--- config.mk ---
export PLATFORM = sky130hd
export DESIGN_NAME = sli_top
export DESIGN_NICKNAME = d
export VERILOG_FILES = /design/src/rtl/sli_pkg.sv /design/src/rtl/sli_top.sv
export SDC_FILE = /design/constraint.sdc
export NUM_CORES = 1
export LEC_CHECK = 0
export BUFFER_PORTS_ARGS = -buffer_cell sky130_fd_sc_hd__buf_2
export CORE_MARGIN = 8
export CORE_UTILIZATION = 59
export CTS_CLUSTER_SIZE = 28
export DETAILED_ROUTE_END_ITERATION = 12
export HOLD_SLACK_MARGIN = 0.15
export PLACE_DENSITY = 0.83
export SLEW_MARGIN = 20
export SYNTH_ARGS = -nofsm -noshare
export SYNTH_HDL_FRONTEND = slang
export SYNTH_SLANG_ARGS = --single-unit
--- constraint.sdc ---
create_clock -name pclk -period 6.3 [get_ports pclk]
set_clock_uncertainty 0.1 [all_clocks]
set_input_delay 1.26 -clock pclk [delete_from_list [all_inputs] [get_ports pclk]]
set_output_delay 1.26 -clock pclk [all_outputs]
set_load 0.02 [all_outputs]
--- src/rtl/sli_pkg.sv ---
// package for the scanner status indicator block
// assumes a 250 MHz pclk and an apb master for register access
`default_nettype none
package sli_pkg;
  // ---------------------------------------------------------------
  // register offsets (byte addresses)
  // ---------------------------------------------------------------
  localparam logic [11:0] ADDR_CTRL = 12'h000;
  localparam logic [11:0] ADDR_STAT = 12'h004;
  localparam logic [11:0] ADDR_IRQ_STAT = 12'h008;
  localparam logic [11:0] ADDR_IRQ_MASK = 12'h00C;
  localparam logic [11:0] ADDR_RANGE = 12'h010;
  localparam logic [11:0] ADDR_PING = 12'h014;
  // ---------------------------------------------------------------
  // ctrl fields
  // ---------------------------------------------------------------
  localparam int CTRL_LINK_EN = 0;
  localparam int CTRL_LINK_CONN = 1;
  localparam int CTRL_INTERLOCK_EN = 2;
  localparam int CTRL_AUTO_RESTART = 3;
  localparam int CTRL_ACK = 4;
  localparam int CTRL_ERROR = 5;
  localparam int CTRL_CONT_WARN = 6;
  localparam int CTRL_CONT_ERR = 7;
  localparam logic [31:0] CTRL_RESET = 32'h0000_0000;
  // ---------------------------------------------------------------
  // status fields
  // ---------------------------------------------------------------
  localparam int ST_SAFE_ON = 0;
  localparam int ST_STARTUP = 1;
  localparam int ST_PF_OCC = 2;
  localparam int ST_WF_CNT = 3;
  localparam int ST_ILK_READY = 5;
  localparam int ST_PING = 6;
  // ---------------------------------------------------------------
  // interrupt events
  // ---------------------------------------------------------------
  localparam int IRQ_W = 4;
  localparam int EV_SAFE_OFF = 0;
  localparam int EV_SAFE_ON = 1;
  localparam int EV_WARN = 2;
  localparam int EV_STARTUP_DONE = 3;
  localparam logic [IRQ_W-1:0] MASK_RESET = 4'h0;
  // ---------------------------------------------------------------
  // ranges in millimetres
  // ---------------------------------------------------------------
  localparam int RANGE_W = 16;
  localparam logic [RANGE_W-1:0] PF_MAX_MM = 16'h0BB8;
  localparam logic [RANGE_W-1:0] WF_MAX_MM = 16'h3A98;
  localparam logic [RANGE_W-1:0] RANGE_RESET = 16'hFFFF;
  // ---------------------------------------------------------------
  // timing
  // ---------------------------------------------------------------
  localparam int CLK_MHZ = 250;
  localparam longint STARTUP_S = 4;
  localparam longint PING_S = 30;
  localparam longint FLASH_MS = 250;
  localparam longint STARTUP_CYC = STARTUP_S * 1000000 * CLK_MHZ;
  localparam longint PING_CYC = PING_S * 1000000 * CLK_MHZ;
  localparam longint FLASH_CYC = FLASH_MS * 1000 * CLK_MHZ;
  localparam int CNT_W = 34;
  // ---------------------------------------------------------------
  // led colour codes: bit0 first colour, bit1 second colour
  // ---------------------------------------------------------------
  localparam logic [1:0] COL_OFF = 2'h0;
  localparam logic [1:0] COL_A = 2'h1;
  localparam logic [1:0] COL_B = 2'h2;
  typedef enum logic [1:0] {
    SLI_ST_STARTUP = 2'b00,
    SLI_ST_RUN = 2'b01
  } sli_state_e;
endpackage
`default_nettype wire

--- src/rtl/sli_top.sv ---
// scanner status indicator and field evaluation logic with apb registers
// assumes scan hits arrive from the measurement core on pclk, one per beam
//
// Added by the designer: the APB slave port and the register addresses.
`default_nettype none
// Notes on behaviour
// - five indicators, each colour and pattern
// - led2 flashes while the protective field is occupied, else dark if interlock off or releasing
// - led2 steady when interlock ready for acknowledgment
// - led3 dark with warning fields empty
// - led3 steady with one warning field
// - led3 flashes with both warning fields
// - led4 shows wireless link off, idle, connected
// - ping flashes led4 and led5 green 30 s
// - led5 dark without contamination
// - led5 flashes on contamination warning
// - led5 steady on contamination error, outputs off
// - all leds lit 4 s after power up
// - protective field object turns safe outputs off
// - re-enable when clear, auto or acknowledged
// - warning fields never touch safe outputs
// - protective 3.0 m, warning 15.0 m ranges
module sli_top
  import sli_pkg::*;
#(
  parameter longint STARTUP_CYCLES = sli_pkg::STARTUP_CYC,
  parameter longint PING_CYCLES = sli_pkg::PING_CYC,
  parameter longint FLASH_CYCLES = sli_pkg::FLASH_CYC
) (
  input wire logic pclk,
  input wire logic presetn,
  input wire logic psel,
  input wire logic penable,
  input wire logic pwrite,
  input wire logic [11:0] paddr,
  input wire logic [31:0] pwdata,
  output logic [31:0] prdata,
  output logic pready,
  output logic pslverr,
  input wire logic hit_valid,
  input wire logic [sli_pkg::RANGE_W-1:0] hit_range_mm,
  input wire logic hit_in_pf,
  input wire logic hit_in_wf1,
  input wire logic hit_in_wf2,
  input wire logic scan_end,
  output logic safe_output_pair,
  output logic warn_out1,
  output logic warn_out2,
  output logic [1:0] led1,
  output logic [1:0] led2,
  output logic [1:0] led3,
  output logic [1:0] led4,
  output logic [1:0] led5,
  output logic irq
);
  import sli_pkg::*;

  function automatic logic [1:0] pat(input logic [1:0] col, input logic flash, input logic ph);
    pat = (flash && !ph) ? COL_OFF : col;
  endfunction

  // ---------------------------------------------------------------
  // state
  // ---------------------------------------------------------------
  sli_state_e st_q, st_d;
  logic [CNT_W-1:0] su_cnt_q, su_cnt_d;
  logic [CNT_W-1:0] ping_cnt_q, ping_cnt_d;
  logic [CNT_W-1:0] fl_cnt_q, fl_cnt_d;
  logic phase_q, phase_d;
  logic [31:0] ctrl_q, ctrl_d;
  logic [IRQ_W-1:0] isr_q, isr_d, imask_q, imask_d;
  logic [RANGE_W-1:0] range_q, range_d;
  logic pf_acc_q, pf_acc_d, wf1_acc_q, wf1_acc_d, wf2_acc_q, wf2_acc_d;
  logic pf_occ_q, pf_occ_d, wf1_q, wf1_d, wf2_q, wf2_d;
  logic safe_q, safe_d, blocked_q, blocked_d;
  logic [31:0] prdata_q, prdata_d;
  logic pready_q, pready_d, pslverr_q, pslverr_d, irq_q, irq_d;
  logic [1:0] l1_q, l1_d, l2_q, l2_d, l3_q, l3_d, l4_q, l4_d, l5_q, l5_d;
  logic wr, rd, ack_pulse, ping_pulse, pf_hit, wf1_hit, wf2_hit, ilk_ready;
  logic [IRQ_W-1:0] ev;

  assign wr = psel && penable && pwrite;
  assign rd = psel && penable && !pwrite;
  assign ack_pulse = wr && paddr == ADDR_CTRL && pwdata[CTRL_ACK];
  assign ping_pulse = wr && paddr == ADDR_PING;
  // range gates apply before zone membership
  assign pf_hit = hit_valid && hit_in_pf && hit_range_mm <= PF_MAX_MM && hit_range_mm <= range_q;
  assign wf1_hit = hit_valid && hit_in_wf1 && hit_range_mm <= WF_MAX_MM;
  assign wf2_hit = hit_valid && hit_in_wf2 && hit_range_mm <= WF_MAX_MM;
  assign ilk_ready = ctrl_q[CTRL_INTERLOCK_EN] && blocked_q && !pf_occ_q && !ctrl_q[CTRL_CONT_ERR];

  // ---------------------------------------------------------------
  // timers and field evaluation
  // ---------------------------------------------------------------
  always_comb begin
    st_d = st_q;
    su_cnt_d = su_cnt_q;
    case (st_q)
      SLI_ST_STARTUP: begin
        if (su_cnt_q >= CNT_W'(STARTUP_CYCLES - 1)) begin
          st_d = SLI_ST_RUN;
        end else begin
          su_cnt_d = su_cnt_q + 1'b1;
        end
      end
      SLI_ST_RUN: st_d = SLI_ST_RUN;
      default: st_d = SLI_ST_STARTUP;
    endcase
    ping_cnt_d = ping_pulse ? CNT_W'(PING_CYCLES) : (ping_cnt_q != '0 ? ping_cnt_q - 1'b1 : ping_cnt_q);
    if (fl_cnt_q >= CNT_W'(FLASH_CYCLES - 1)) begin
      fl_cnt_d = '0;
      phase_d = !phase_q;
    end else begin
      fl_cnt_d = fl_cnt_q + 1'b1;
      phase_d = phase_q;
    end
    // occupancy is latched per scan so a sweep cannot flicker the outputs
    pf_acc_d = scan_end ? 1'b0 : (pf_acc_q | pf_hit);
    wf1_acc_d = scan_end ? 1'b0 : (wf1_acc_q | wf1_hit);
    wf2_acc_d = scan_end ? 1'b0 : (wf2_acc_q | wf2_hit);
    pf_occ_d = scan_end ? (pf_acc_q | pf_hit) : (pf_occ_q | pf_hit);
    wf1_d = scan_end ? (wf1_acc_q | wf1_hit) : wf1_q;
    wf2_d = scan_end ? (wf2_acc_q | wf2_hit) : wf2_q;
    safe_d = safe_q;
    blocked_d = blocked_q;
    if (st_q != SLI_ST_RUN || pf_occ_d || ctrl_q[CTRL_CONT_ERR] || ctrl_q[CTRL_ERROR]) begin
      safe_d = 1'b0;
      if (pf_occ_d) begin
        blocked_d = 1'b1;
      end
    end else if (!ctrl_q[CTRL_INTERLOCK_EN] || ctrl_q[CTRL_AUTO_RESTART]) begin
      safe_d = 1'b1;
      blocked_d = 1'b0;
    end else if (!blocked_q || (ack_pulse && ilk_ready)) begin
      safe_d = 1'b1;
      blocked_d = 1'b0;
    end
  end

  always_ff @(posedge pclk or negedge presetn) begin
    if (!presetn) begin
      st_q <= SLI_ST_STARTUP;
      su_cnt_q <= '0;
      ping_cnt_q <= '0;
      fl_cnt_q <= '0;
      phase_q <= 1'b0;
      pf_acc_q <= 1'b0;
      wf1_acc_q <= 1'b0;
      wf2_acc_q <= 1'b0;
      pf_occ_q <= 1'b0;
      wf1_q <= 1'b0;
      wf2_q <= 1'b0;
      safe_q <= 1'b0;
      blocked_q <= 1'b1;
    end else begin
      st_q <= st_d;
      su_cnt_q <= su_cnt_d;
      ping_cnt_q <= ping_cnt_d;
      fl_cnt_q <= fl_cnt_d;
      phase_q <= phase_d;
      pf_acc_q <= pf_acc_d;
      wf1_acc_q <= wf1_acc_d;
      wf2_acc_q <= wf2_acc_d;
      pf_occ_q <= pf_occ_d;
      wf1_q <= wf1_d;
      wf2_q <= wf2_d;
      safe_q <= safe_d;
      blocked_q <= blocked_d;
    end
  end

  // ---------------------------------------------------------------
  // indicators
  // ---------------------------------------------------------------
  always_comb begin
    logic pinging;
    pinging = ping_cnt_q != '0;
    if (st_q != SLI_ST_RUN) begin
      // lamp test: red, yellow, blue, green, green
      l1_d = COL_A;
      l2_d = COL_A;
      l3_d = COL_A;
      l4_d = COL_B;
      l5_d = COL_B;
    end else begin
      // led1 bit0 red, bit1 green
      if (ctrl_q[CTRL_ERROR]) begin
        l1_d = pat(COL_A, 1'b1, phase_q);
      end else begin
        l1_d = safe_q ? COL_B : COL_A;
      end
      // led2 yellow
      if (pf_occ_q) begin
        l2_d = pat(COL_A, 1'b1, phase_q);
      end else begin
        l2_d = ilk_ready ? COL_A : COL_OFF;
      end
      // led3 blue
      l3_d = (wf1_q && wf2_q) ? pat(COL_A, 1'b1, phase_q) : ((wf1_q || wf2_q) ? COL_A : COL_OFF);
      // led4 bit0 blue, bit1 green
      if (pinging) begin
        l4_d = pat(COL_B, 1'b1, phase_q);
      end else if (!ctrl_q[CTRL_LINK_EN]) begin
        l4_d = COL_OFF;
      end else begin
        l4_d = pat(COL_A, ctrl_q[CTRL_LINK_CONN], phase_q);
      end
      // led5 bit0 yellow, bit1 green
      if (pinging) begin
        l5_d = pat(COL_B, 1'b1, phase_q);
      end else if (ctrl_q[CTRL_CONT_ERR]) begin
        l5_d = COL_A;
      end else if (ctrl_q[CTRL_CONT_WARN]) begin
        l5_d = pat(COL_A, 1'b1, phase_q);
      end else begin
        l5_d = COL_OFF;
      end
    end
  end

  always_ff @(posedge pclk or negedge presetn) begin
    if (!presetn) begin
      l1_q <= COL_OFF;
      l2_q <= COL_OFF;
      l3_q <= COL_OFF;
      l4_q <= COL_OFF;
      l5_q <= COL_OFF;
    end else begin
      l1_q <= l1_d;
      l2_q <= l2_d;
      l3_q <= l3_d;
      l4_q <= l4_d;
      l5_q <= l5_d;
    end
  end

  // ---------------------------------------------------------------
  // apb registers and interrupt
  // ---------------------------------------------------------------
  always_comb begin
    ctrl_d = ctrl_q;
    imask_d = imask_q;
    range_d = range_q;
    isr_d = isr_q;
    prdata_d = prdata_q;
    pslverr_d = 1'b0;
    pready_d = psel && !penable;
    ev = '0;
    ev[EV_SAFE_OFF] = safe_q && !safe_d;
    ev[EV_SAFE_ON] = !safe_q && safe_d;
    ev[EV_WARN] = scan_end && ((wf1_acc_q | wf1_hit) && !wf1_q || (wf2_acc_q | wf2_hit) && !wf2_q);
    ev[EV_STARTUP_DONE] = st_q == SLI_ST_STARTUP && st_d == SLI_ST_RUN;
    if (wr && pready_q) begin
      case (paddr)
        ADDR_CTRL: ctrl_d = {24'h0, pwdata[7:5], 1'b0, pwdata[3:0]};
        ADDR_IRQ_MASK: imask_d = pwdata[IRQ_W-1:0];
        ADDR_RANGE: range_d = pwdata[RANGE_W-1:0];
        ADDR_PING, ADDR_STAT, ADDR_IRQ_STAT: ctrl_d = ctrl_q;
        default: pslverr_d = 1'b0;
      endcase
    end
    if (psel && !penable) begin
      case (paddr)
        ADDR_CTRL: prdata_d = ctrl_q;
        ADDR_STAT: prdata_d = {25'h0, ping_cnt_q != '0, ilk_ready, wf2_q, wf1_q, pf_occ_q,
                               st_q == SLI_ST_STARTUP, safe_q};
        ADDR_IRQ_STAT: prdata_d = {28'h0, isr_q};
        ADDR_IRQ_MASK: prdata_d = {28'h0, imask_q};
        ADDR_RANGE: prdata_d = {16'h0, range_q};
        ADDR_PING: prdata_d = 32'h0000_0000;
        default: begin
          prdata_d = 32'h0000_0000;
          pslverr_d = 1'b1;
        end
      endcase
    end else if (pready_q) begin
      pslverr_d = pslverr_q;
    end
    // read clears only the bits it reported; an event after the setup edge survives
    if (rd && pready_q && paddr == ADDR_IRQ_STAT) begin
      isr_d = ev | (isr_q & ~prdata_q[IRQ_W-1:0]);
    end else begin
      isr_d = isr_q | ev;
    end
    irq_d = |(isr_d & imask_d);
  end

  always_ff @(posedge pclk or negedge presetn) begin
    if (!presetn) begin
      ctrl_q <= CTRL_RESET;
      imask_q <= MASK_RESET;
      range_q <= RANGE_RESET;
      isr_q <= '0;
      prdata_q <= 32'h0000_0000;
      pready_q <= 1'b0;
      pslverr_q <= 1'b0;
      irq_q <= 1'b0;
    end else begin
      ctrl_q <= ctrl_d;
      imask_q <= imask_d;
      range_q <= range_d;
      isr_q <= isr_d;
      prdata_q <= prdata_d;
      pready_q <= pready_d;
      pslverr_q <= pslverr_d;
      irq_q <= irq_d;
    end
  end

  // warning outputs are plain signals, never gated into safe_q
  assign safe_output_pair = safe_q;
  assign warn_out1 = wf1_q;
  assign warn_out2 = wf2_q;
  assign led1 = l1_q;
  assign led2 = l2_q;
  assign led3 = l3_q;
  assign led4 = l4_q;
  assign led5 = l5_q;
  assign prdata = prdata_q;
  assign pready = pready_q;
  assign pslverr = pslverr_q;
  assign irq = irq_q;
endmodule // sli_top
`default_nettype wire

==> impl_results.md, run 1 <==
- Run status: finished, final reports clean
- Simple-Gate Fraction of Synth Area: 21.4%
- Yosys top cell by area: dfrtp_1
- Max-Cap Viols: 0
- Synthesized area per cell: 9.99 um2
- Crit. End Element: flip-flop
- Worst-Margin Slew: 1030 ps
- Post-CTS sizing: 0
- Via count: 6267
- Mux contribution to synthesized area: 2.22%
- Main combinational cell family by area after synthesis: simple AND/OR/NAND/NOR gates
- Pleak: 4.11 nW
- Seq/Total Area, Yosys: 51.6%
- DRC viols: 0
- 1st-iter DRT viols: 530
- Power consumption: 2.32 mW
- Core region area: 0.0138 mm2
- Initial Util: 60.1%
- Worst endpoint data arrival time: 3800 ps
- Placed Cells: 1073
- Setup_tns: 0 ps
- Period minus WS final: 3650 ps
- Die width: 134 um
- Post-CTS setup buffers: 0
- Placed Area: 0.00880 mm2
- Yosys warnings: 0
- Post-Layout Cell Count: 1104
- # nets final: 1001
- Yosys top cell area share: 46.2%
- Setup ws final: 2650 ps
- Mapped cell area: 0.00828 mm2
- Pwr dens: 248 mW/mm2
- Final Hold Fails: 0
- First-pass GRT wire length: 29500 um
- RSZ-0062 raised after global routing: false
- Root Buffer: clkbuf_16
- Peak Freq: 0.274 GHz
- Final Max Slew Viols: 0
- Multi-input gate area: 0.00374 mm2
- N_diodes: 0
- RD Place Congestion: 0.895
- CP required: 6460 ps
- Overall Global Routing Usage: 20.1%
- Maximum clock path buffer count: 2
- Initial antenna violation count: 0
- Post-route cell area: 0.00937 mm2
- Adder-Cell Fraction of Synth Area: 2.87%
- Largest net degree at the start of global routing: 78
- Most common cell in the netlist: dfrtp_1
- Final ANT Viol Nets: 0
- Placed wire-length estimate: 12400 um
- Vias per cell: 5.68
- #FFs+latches synth: 170
- CP Launch Type: input pin
- Fin crit share: 57.9%
- Setup violators final: 0
- Row count: 43
- IO Pins: 118
- Sequential Area: 0.00428 mm2
- Final WL: 17800 um
- Post-Synth XOR/XNOR Area: 8.56%
- Die area: 0.0181 mm2
- Peak VDD IR: 0.188 mV
- CTS sink count: 170
- Post-synth top flop: dfrtp_1
- Synth top area cells: dfrtp_1 (46%), dfstp_2 (5.4%), nand2_1 (4.6%)
- # hold bufs at CTS: 0
- Crit-path max FO: 5
- 1st-pass router iterations: 5
- Routed len/inst: 16.1 um
- IO buf count: 83
- Skew-Pair Late Insertion Delay: 420 ps
- Htree depth: 4
- Crit path kind: in -> reg
- Filler instances: 1065
- Post-synth ARST share: 100%
- Post-synth top cells: dfrtp_1 (153), nand2_1 (101), nor2_1 (74)
- Slew headroom: 31.2%
- Worst-path clk slew: 60 ps
- Die height: 134 um
- Place WS: 2320 ps
- CTS Buf Count: 17
- Number of global-route vias before repair: 6146
- Layout cells sized above 1: 17.6%
- Post-synthesis cell type count: 72
- Worst hold path class: reg -> reg
- Mapped Cells: 829
- P&R area growth vs syn: 13.1%
- Compound-Gate Fraction of Synth Area: 8.94%
- Grt ovf: 0
- Number of synthesized flops with an enable pin: 0
- CTS tree: built
-- metrics by stage --
step	hold WS, ps	utilization, %
after CTS	283	68.0
final	278	68.0
after floorplan	329	-
after global placement	266	63.9
after detailed placement	269	63.9
after global routing	289	68.0
-- power by group --
part / internal [mW] / switching (mW) / leakage, nW
registers: 1.14 / 0.0410 / 2.09
logic: 0.0562 / 0.0906 / 1.75
clock network: 0.593 / 0.401 / 0.271
-- layout make-up --
type                       count  share of cell area [%]
sequential                   170                    45.6
multi-input combinational    607                    39.9
clock buffer                  25                    5.40
timing repair buffer          86                    4.74
tap                          180                    2.40
inverter                      30                    1.20
clock inverter                 6                   0.668
-- layout by cell type (no fill, tap or decap), drive strengths merged, types with 3 or more instances in the layout --
cell	n
dfrtp	153
nand2	101
buf	86
nor2	75
nand3	46
o21ai	45
xor2	43
xnor2	38
nor3	37
inv	30
conb	27
clkbuf	25
ha	19
dfstp	17
and3	16
a21oi	16
nand4	14
mux2	11
nor4	11
or3	10
nand2b	9
nor2b	9
or4	7
mux2i	6
o211ai	6
a221oi	5
a31o	4
a211oi	4
nor3b	4
a22o	4
and4	3
a31oi	3
clkinvlp	3
-- path summary, 6_finish.rpt --
check / to / start / cells after the start / slack [ps]
worst min register to register: su_cnt_q[33]$_DFFE_PN0P_ / su_cnt_q[33]$_DFFE_PN0P_ / 0 / 280
max in group asynchronous: ping_cnt_q[18]$_DFFE_PN0P_ / presetn / 2 / 4250
worst max-delay path: irq$_DFF_PN0_ / paddr[9] / 8 / 2650
worst min-delay path: su_cnt_q[33]$_DFFE_PN0P_ / su_cnt_q[33]$_DFFE_PN0P_ / 0 / 280
min in group asynchronous: su_cnt_q[2]$_DFFE_PN0P_ / presetn / 1 / 610
worst max register to register: phase_q$_DFFE_PN0N_ / fl_cnt_q[0]$_DFF_PN0_ / 8 / 3070
-- worst max-delay path, stage by stage --
cell      delay [ps]
buf_2            100
nor4_1           410
nand4_1          380
nor3_1           650
a21boi_0         290
a32o_1           270
a221oi_1         230
o311ai_0         210
-- cell families after synthesis --
kind of cell             Yosys count
AND/OR/NAND/NOR                  351
flip-flops                       170
AO/OA/AOI/OAI                    112
XOR/XNOR                          81
buffers and inverters             78
adder cells (fa/ha/maj)           19
multiplexers                      17
other                              1
-- registers in the layout (all words and copies together) (netlist names), 2 cells and up --
| register | cells |
|---|---|
| fl_cnt_q | 34 |
| ping_cnt_q | 34 |
| su_cnt_q | 34 |
| prdata | 16 |
| range_q | 16 |
| ctrl_q | 7 |
| imask_q | 4 |
| isr_q | 4 |
| led1 | 2 |
| led4 | 2 |
| st_q | 2 |
-- layer usage --
| layer | vias to the layer above | part of all wire, % | track usage (%) |
|---|---|---|---|
| met5 | - | 0 | 0 |
| met4 | 0 | 2.1 | 8.55 |
| met3 | 35 | 7.5 | 4.79 |
| met2 | 200 | 48 | 32.6 |
| met1 | 3040 | 42 | 25.2 |
| li1 | 2992 | - | - |
(Power assumes the default switching activity.)
==> inputs of run 2 (changes only) <==
--- a/config.mk
+++ b/config.mk
@@ -7,11 +7,11 @@
 export LEC_CHECK = 0
 export BUFFER_PORTS_ARGS = -buffer_cell sky130_fd_sc_hd__buf_2
 export CORE_MARGIN = 8
-export CORE_UTILIZATION = 59
+export CORE_UTILIZATION = 58
 export CTS_CLUSTER_SIZE = 28
 export DETAILED_ROUTE_END_ITERATION = 12
 export HOLD_SLACK_MARGIN = 0.15
-export PLACE_DENSITY = 0.83
+export PLACE_DENSITY = 0.82
 export SLEW_MARGIN = 20
 export SYNTH_ARGS = -nofsm -noshare
 export SYNTH_HDL_FRONTEND = slang
==> constraint.sdc (replaced) <==
create_clock -name pclk -period 3.5 [get_ports pclk]
set_clock_uncertainty 0.1 [all_clocks]
set_input_delay 0.7 -clock pclk [delete_from_list [all_inputs] [get_ports pclk]]
set_output_delay 0.7 -clock pclk [all_outputs]
set_load 0.02 [all_outputs]
==> impl_results.md, run 2 (synthesized netlist as in run 1, its figures left out) <==
- Run status: finished, final reports clean
- Placed Area: 0.00888 mm2
- Post-route cell area: 0.00948 mm2
- Place WS: 379 ps
- Worst hold path class: in -> async
- Filler instances: 1066
- Final ANT Viol Nets: 0
- Root Buffer: clkbuf_16
- IO Pins: 118
- Final Max Slew Viols: 0
- Skew-Pair Late Insertion Delay: 430 ps
- Combinational fraction of design power: 6.3%
- First-pass GRT wire length: 30000 um
- Clock power frac: 44.5%
- Row count: 43
- IO buf count: 83
- Pwr dens: 454 mW/mm2
- R2R cell count: 7
- Crit-path max FO: 6
- Internal: 3.28 mW
- Peak Freq: 0.348 GHz
- DRC viols: 0
- Setup_tns: 0 ps
- Initial Util: 59.5%
- Final WL: 17800 um
- Setup ws final: 628 ps
- Die area: 0.0184 mm2
- M1 GR Usage: 24.6%
- # nets final: 1010
- Worst R2R End: ping_cnt_q[11]$_DFFE_PN0P_
- Post-Layout Cell Count: 1114
- Via count: 6237
- Layout cells sized above 1: 18.6%
- CTS sink count: 170
- Crit path largest cell delay: 570 ps
- CP required: 3710 ps
- Cell mode on critical path: or4_4
- RSZ-0062 raised after global routing: false
- Slowest cell on the critical path: or4_4
- Overall Global Routing Usage: 20.3%
- Setup violators final: 0
- Setup slack, reg-to-reg: 630 ps
- Placed wire-length estimate: 12500 um
- GR met2 Demand/Resource: 34.4%
- Worst endpoint data arrival time: 3080 ps
- Fin crit share: 82.1%
- Pleak: 4.17 nW
- P_sw: 1.03 mW
- Largest net degree at the start of global routing: 64
- Crit path kind: reg -> reg
- Global routing usage on met3: 5.49%
- CP Launch Type: flip-flop
- CTS tree: built
- Switching share of total power: 23.9%
- Commonest non-fill, non-tap cell in the layout: dfrtp_1
- Worst-path clk slew: 70 ps
- N_diodes: 0
- P&R area growth vs syn: 14.5%
- Worst-Margin Slew: 740 ps
- CP cell instances: or4_4, or4_4, or3_4, o21ai_1, or3_1, xor2_1, nand2_1
- Maximum clock path buffer count: 2
- Grt ovf: 0
- Die width: 136 um
- Initial antenna violation count: 0
- Period minus WS final: 2870 ps
- # hold bufs at CTS: 0
- Biggest regs: fl_cnt_q x34, ping_cnt_q x34, su_cnt_q x34
- Placed Cells: 1082
- 1st-iter DRT viols: 486
- Htree depth: 4
- Max-Cap Viols: 0
- Slew headroom: 50.7%
- CTS Buf Count: 17
- RD Place Congestion: 0.846
- Crit. End Element: flip-flop
- Final Hold Fails: 0
- Crit Reg-Reg Startpoint: ping_cnt_q[19]$_DFFE_PN0P_
- 1st-pass router iterations: 5
- Core region area: 0.0139 mm2
- Global route hottest layer: met2
- Vias per cell: 5.60
- Final Util: 68.0%
- Routed len/inst: 16.0 um
- Peak VDD IR: 0.373 mV
- Flop pwr share: 49.2%
- Number of global-route vias before repair: 6272
- Most frequent cells in the layout: dfrtp_1 (153), nand2_1 (101), buf_2 (82)
- Die height: 136 um
- Post-CTS sizing: 0
- Post-CTS setup buffers: 0
-- run 2: layout make-up --
cell class / instances / area (um2) / share of cell area (%)
flip-flops and latches: 170 / 4280 / 45.1
well taps: 180 / 225 / 2.38
clock inverters: 13 / 169 / 1.78
repair buffers: 95 / 524 / 5.53
multi-input cells: 607 / 3740 / 39.5
clock buffers: 19 / 433 / 4.57
inverters: 30 / 113 / 1.19
-- run 2: worst max path at each step --
| stage | slack (ps) | to | startpoint |
|---|---|---|---|
| after global routing | 450 | ping_cnt_q[4]$_DFFE_PN0P_ | ping_cnt_q[19]$_DFFE_PN0P_ |
| after global placement | 380 | irq$_DFF_PN0_ | paddr[3] |
| final | 630 | ping_cnt_q[11]$_DFFE_PN0P_ | ping_cnt_q[19]$_DFFE_PN0P_ |
| after floorplan | 610 | irq$_DFF_PN0_ | paddr[1] |
| after CTS | 630 | ping_cnt_q[11]$_DFFE_PN0P_ | ping_cnt_q[19]$_DFFE_PN0P_ |
| after detailed placement | 380 | irq$_DFF_PN0_ | paddr[3] |
-- run 2: per-stage QoR --
| step | hold slack, ps | total power [mW] |
|---|---|---|
| after floorplan | 304 | 2.31 |
| after global placement | 267 | 2.41 |
| after detailed placement | 270 | 2.43 |
| after CTS | 155 | 4.34 |
| after global routing | 173 | 4.46 |
| final | 136 | 4.31 |
-- run 2: layer usage --
| layer | wire length, um | vias to the layer above |
|---|---|---|
| met1 | 7600 | 3027 |
| met3 | 1130 | 21 |
| met4 | 255 | 0 |
| li1 | - | 3022 |
| met5 | 0 | - |
| met2 | 8850 | 167 |
-- run 2: critical path, delay by kind of cell, from the launching register on --
| kind | cells | cell delay [ps] |
|---|---|---|
| xor gates and xnor gates | 1 | 180 |
| AOI/OAI and AO/OA | 1 | 280 |
| DFF | 1 | 430 |
| and+or+nand+nor | 5 | 1750 |
-- run 2: power groups by stage --
| stage | Clock (mW) | Sequential (mW) | Combinational, mW |
|---|---|---|---|
| after floorplan | 0 | 2.14 | 0.170 |
| after global placement | 0 | 2.15 | 0.261 |
| after detailed placement | 0 | 2.16 | 0.271 |
| after CTS | 1.94 | 2.12 | 0.276 |
| after global routing | 2.02 | 2.13 | 0.309 |
| final | 1.92 | 2.12 | 0.272 |
==> inputs of run 3 (changes only) <==
==> constraint.sdc (replaced) <==
create_clock -name pclk -period 2.8 [get_ports pclk]
set_clock_uncertainty 0.1 [all_clocks]
set_input_delay 0.56 -clock pclk [delete_from_list [all_inputs] [get_ports pclk]]
set_output_delay 0.56 -clock pclk [all_outputs]
set_load 0.02 [all_outputs]
==> impl_results.md, run 3 (synthesized netlist as in run 1, its figures left out) <==
- Run status: finished, final reports clean
- CP required: 3010 ps
- Maximum clock path buffer count: 2
- Crit path from: ping_cnt_q[2]$_DFFE_PN0P_
- IO Pins: 118
- Grt ovf: 0
- Crit path kind: reg -> reg
- CTS Buf Count: 17
- Crit Reg-Reg Startpoint: ping_cnt_q[2]$_DFFE_PN0P_
- RD Place Congestion: 0.884
- Biggest regs: fl_cnt_q x34, ping_cnt_q x34, su_cnt_q x34
- Slew headroom: 57.3%
- Worst hold start: pwdata[12]
- Crit. End Element: flip-flop
- Worst-path clk slew: 60 ps
- Peak Freq: 0.361 GHz
- Initial antenna violation count: 0
- RSZ-0062 raised after global routing: true
- DRC viols: 0
- N_diodes: 0
- 1st-iter DRT viols: 415
- Die height: 136 um
- Overall Global Routing Usage: 20.8%
- Hold_ws: 241 ps
- Cell mode on critical path: nor3b_1
- Die area: 0.0184 mm2
- Final Hold Fails: 0
- Worst hold path class: in -> reg
- Post-Layout Cell Count: 1136
- Root Buffer: clkbuf_16
- Core region area: 0.0139 mm2
- Worst endpoint data arrival time: 2980 ps
- Fin crit share: 98.8%
- Crit-path max FO: 10
- Worst-Margin Slew: 637 ps
- Commonest non-fill, non-tap cell in the layout: dfrtp_1
- Max-Cap Viols: 0
- Pleak: 4.32 nW
- IO buf count: 83
- Post-CTS setup buffers: 0
- Sequential Area: 0.00428 mm2
- Die width: 136 um
- CTS tree: built
- 1st-pass router iterations: 5
- # nets final: 1032
- Pwr dens: 564 mW/mm2
- Largest net degree at the start of global routing: 63
- Slowest cell on the critical path: nor3b_1
- Final WL: 18600 um
- Filler instances: 1020
- Peak VDD IR: 0.475 mV
- Placed wire-length estimate: 13100 um
- First-pass GRT wire length: 30800 um
- Routed len/inst: 16.4 um
- Period minus WS final: 2770 ps
- Setup ws final: 33.5 ps
- Htree depth: 4
- Skew-Pair Late Insertion Delay: 430 ps
- Row count: 43
- Vias per cell: 5.65
- CTS sink count: 170
- Final Util: 69.9%
- Final ANT Viol Nets: 0
- CP cell instances: or3_1, nor3b_1, nand3_2, a21oi_1, nor3b_1, xnor2_1, nand2_1
- CP Launch Type: flip-flop
- Initial Util: 59.5%
- Layout cells sized above 1: 20.9%
- Number of global-route vias before repair: 6377
- Via count: 6422
- Multi-input gate area: 0.00380 mm2
- Place WS: -134 ps
- Cell family with the largest share of critical-path delay: simple AND/OR/NAND/NOR gates
- Worst path buffer plus inverter count: 0
- Final Max Slew Viols: 0
- P&R area growth vs syn: 17.5%
- Placed Cells: 1103
- Most frequent cells in the layout: dfrtp_1 (153), nand2_1 (101), buf_2 (82)
- Setup violators final: 0
- Crit path largest cell delay: 520 ps
## run 3: what timing repair did
action / in CTS / in global routing
resized for setup: 0 / 12
hold buffers: 1 / 0
endpoints found under the hold margin: 56 / 0
endpoints found under the setup margin: 0 / 19
## run 3: stage by stage
stage,area (um2),total power [mW],TNS [ps]
after floorplan,8380,2.88,0
after detailed placement,9050,3.05,-134
after CTS,9680,5.52,0
final,9740,5.49,0
after global routing,9740,5.70,-253
after global placement,9050,3.03,-99.7
## run 3: per-layer routing
metal	vias up	track usage, %	part of all wire [%]
met3	22	4.90	6.5
met2	180	34.8	50
met5	-	0	0
met1	3144	26.1	42
li1	3076	-	-
met4	0	7.09	1.5
## run 3: path summary, 6_finish.rpt
kind / endpoint / slack, ps / depth (start not counted)
max reg2reg: ping_cnt_q[24]$_DFFE_PN0P_ / 30 / 7
min reg2reg: su_cnt_q[30]$_DFFE_PN0P_ / 280 / 0
max: ping_cnt_q[24]$_DFFE_PN0P_ / 30 / 7
min in group asynchronous: su_cnt_q[2]$_DFFE_PN0P_ / 590 / 2
min: range_q[12]$_DFFE_PN1P_ / 240 / 3
max in group asynchronous: range_q[4]$_DFFE_PN1P_ / 1290 / 3
## run 3: worst reg2reg max path: stages, from the launching register on
cell	delay [ps]
dfrtp_1	410
or3_1	420
nor3b_1	520
nand3_2	380
a21oi_1	340
nor3b_1	270
xnor2_1	140
nand2_1	60
## run 3: cell type report
type | instances | area share (%)
flip-flops and latches | 170 | 43.9
well taps | 180 | 2.31
clock inverters | 10 | 1.72
clock buffers | 22 | 4.66
multi-input cells | 607 | 39.0
repair buffers | 117 | 7.23
inverters | 30 | 1.16
## run 3: where the power goes
part,internal [mW],total [mW],switching [mW]
Combinational,0.144,0.357,0.213
Clock,1.52,2.48,0.957
Sequential,2.56,2.65,0.0942
Total,4.22,5.49,1.26
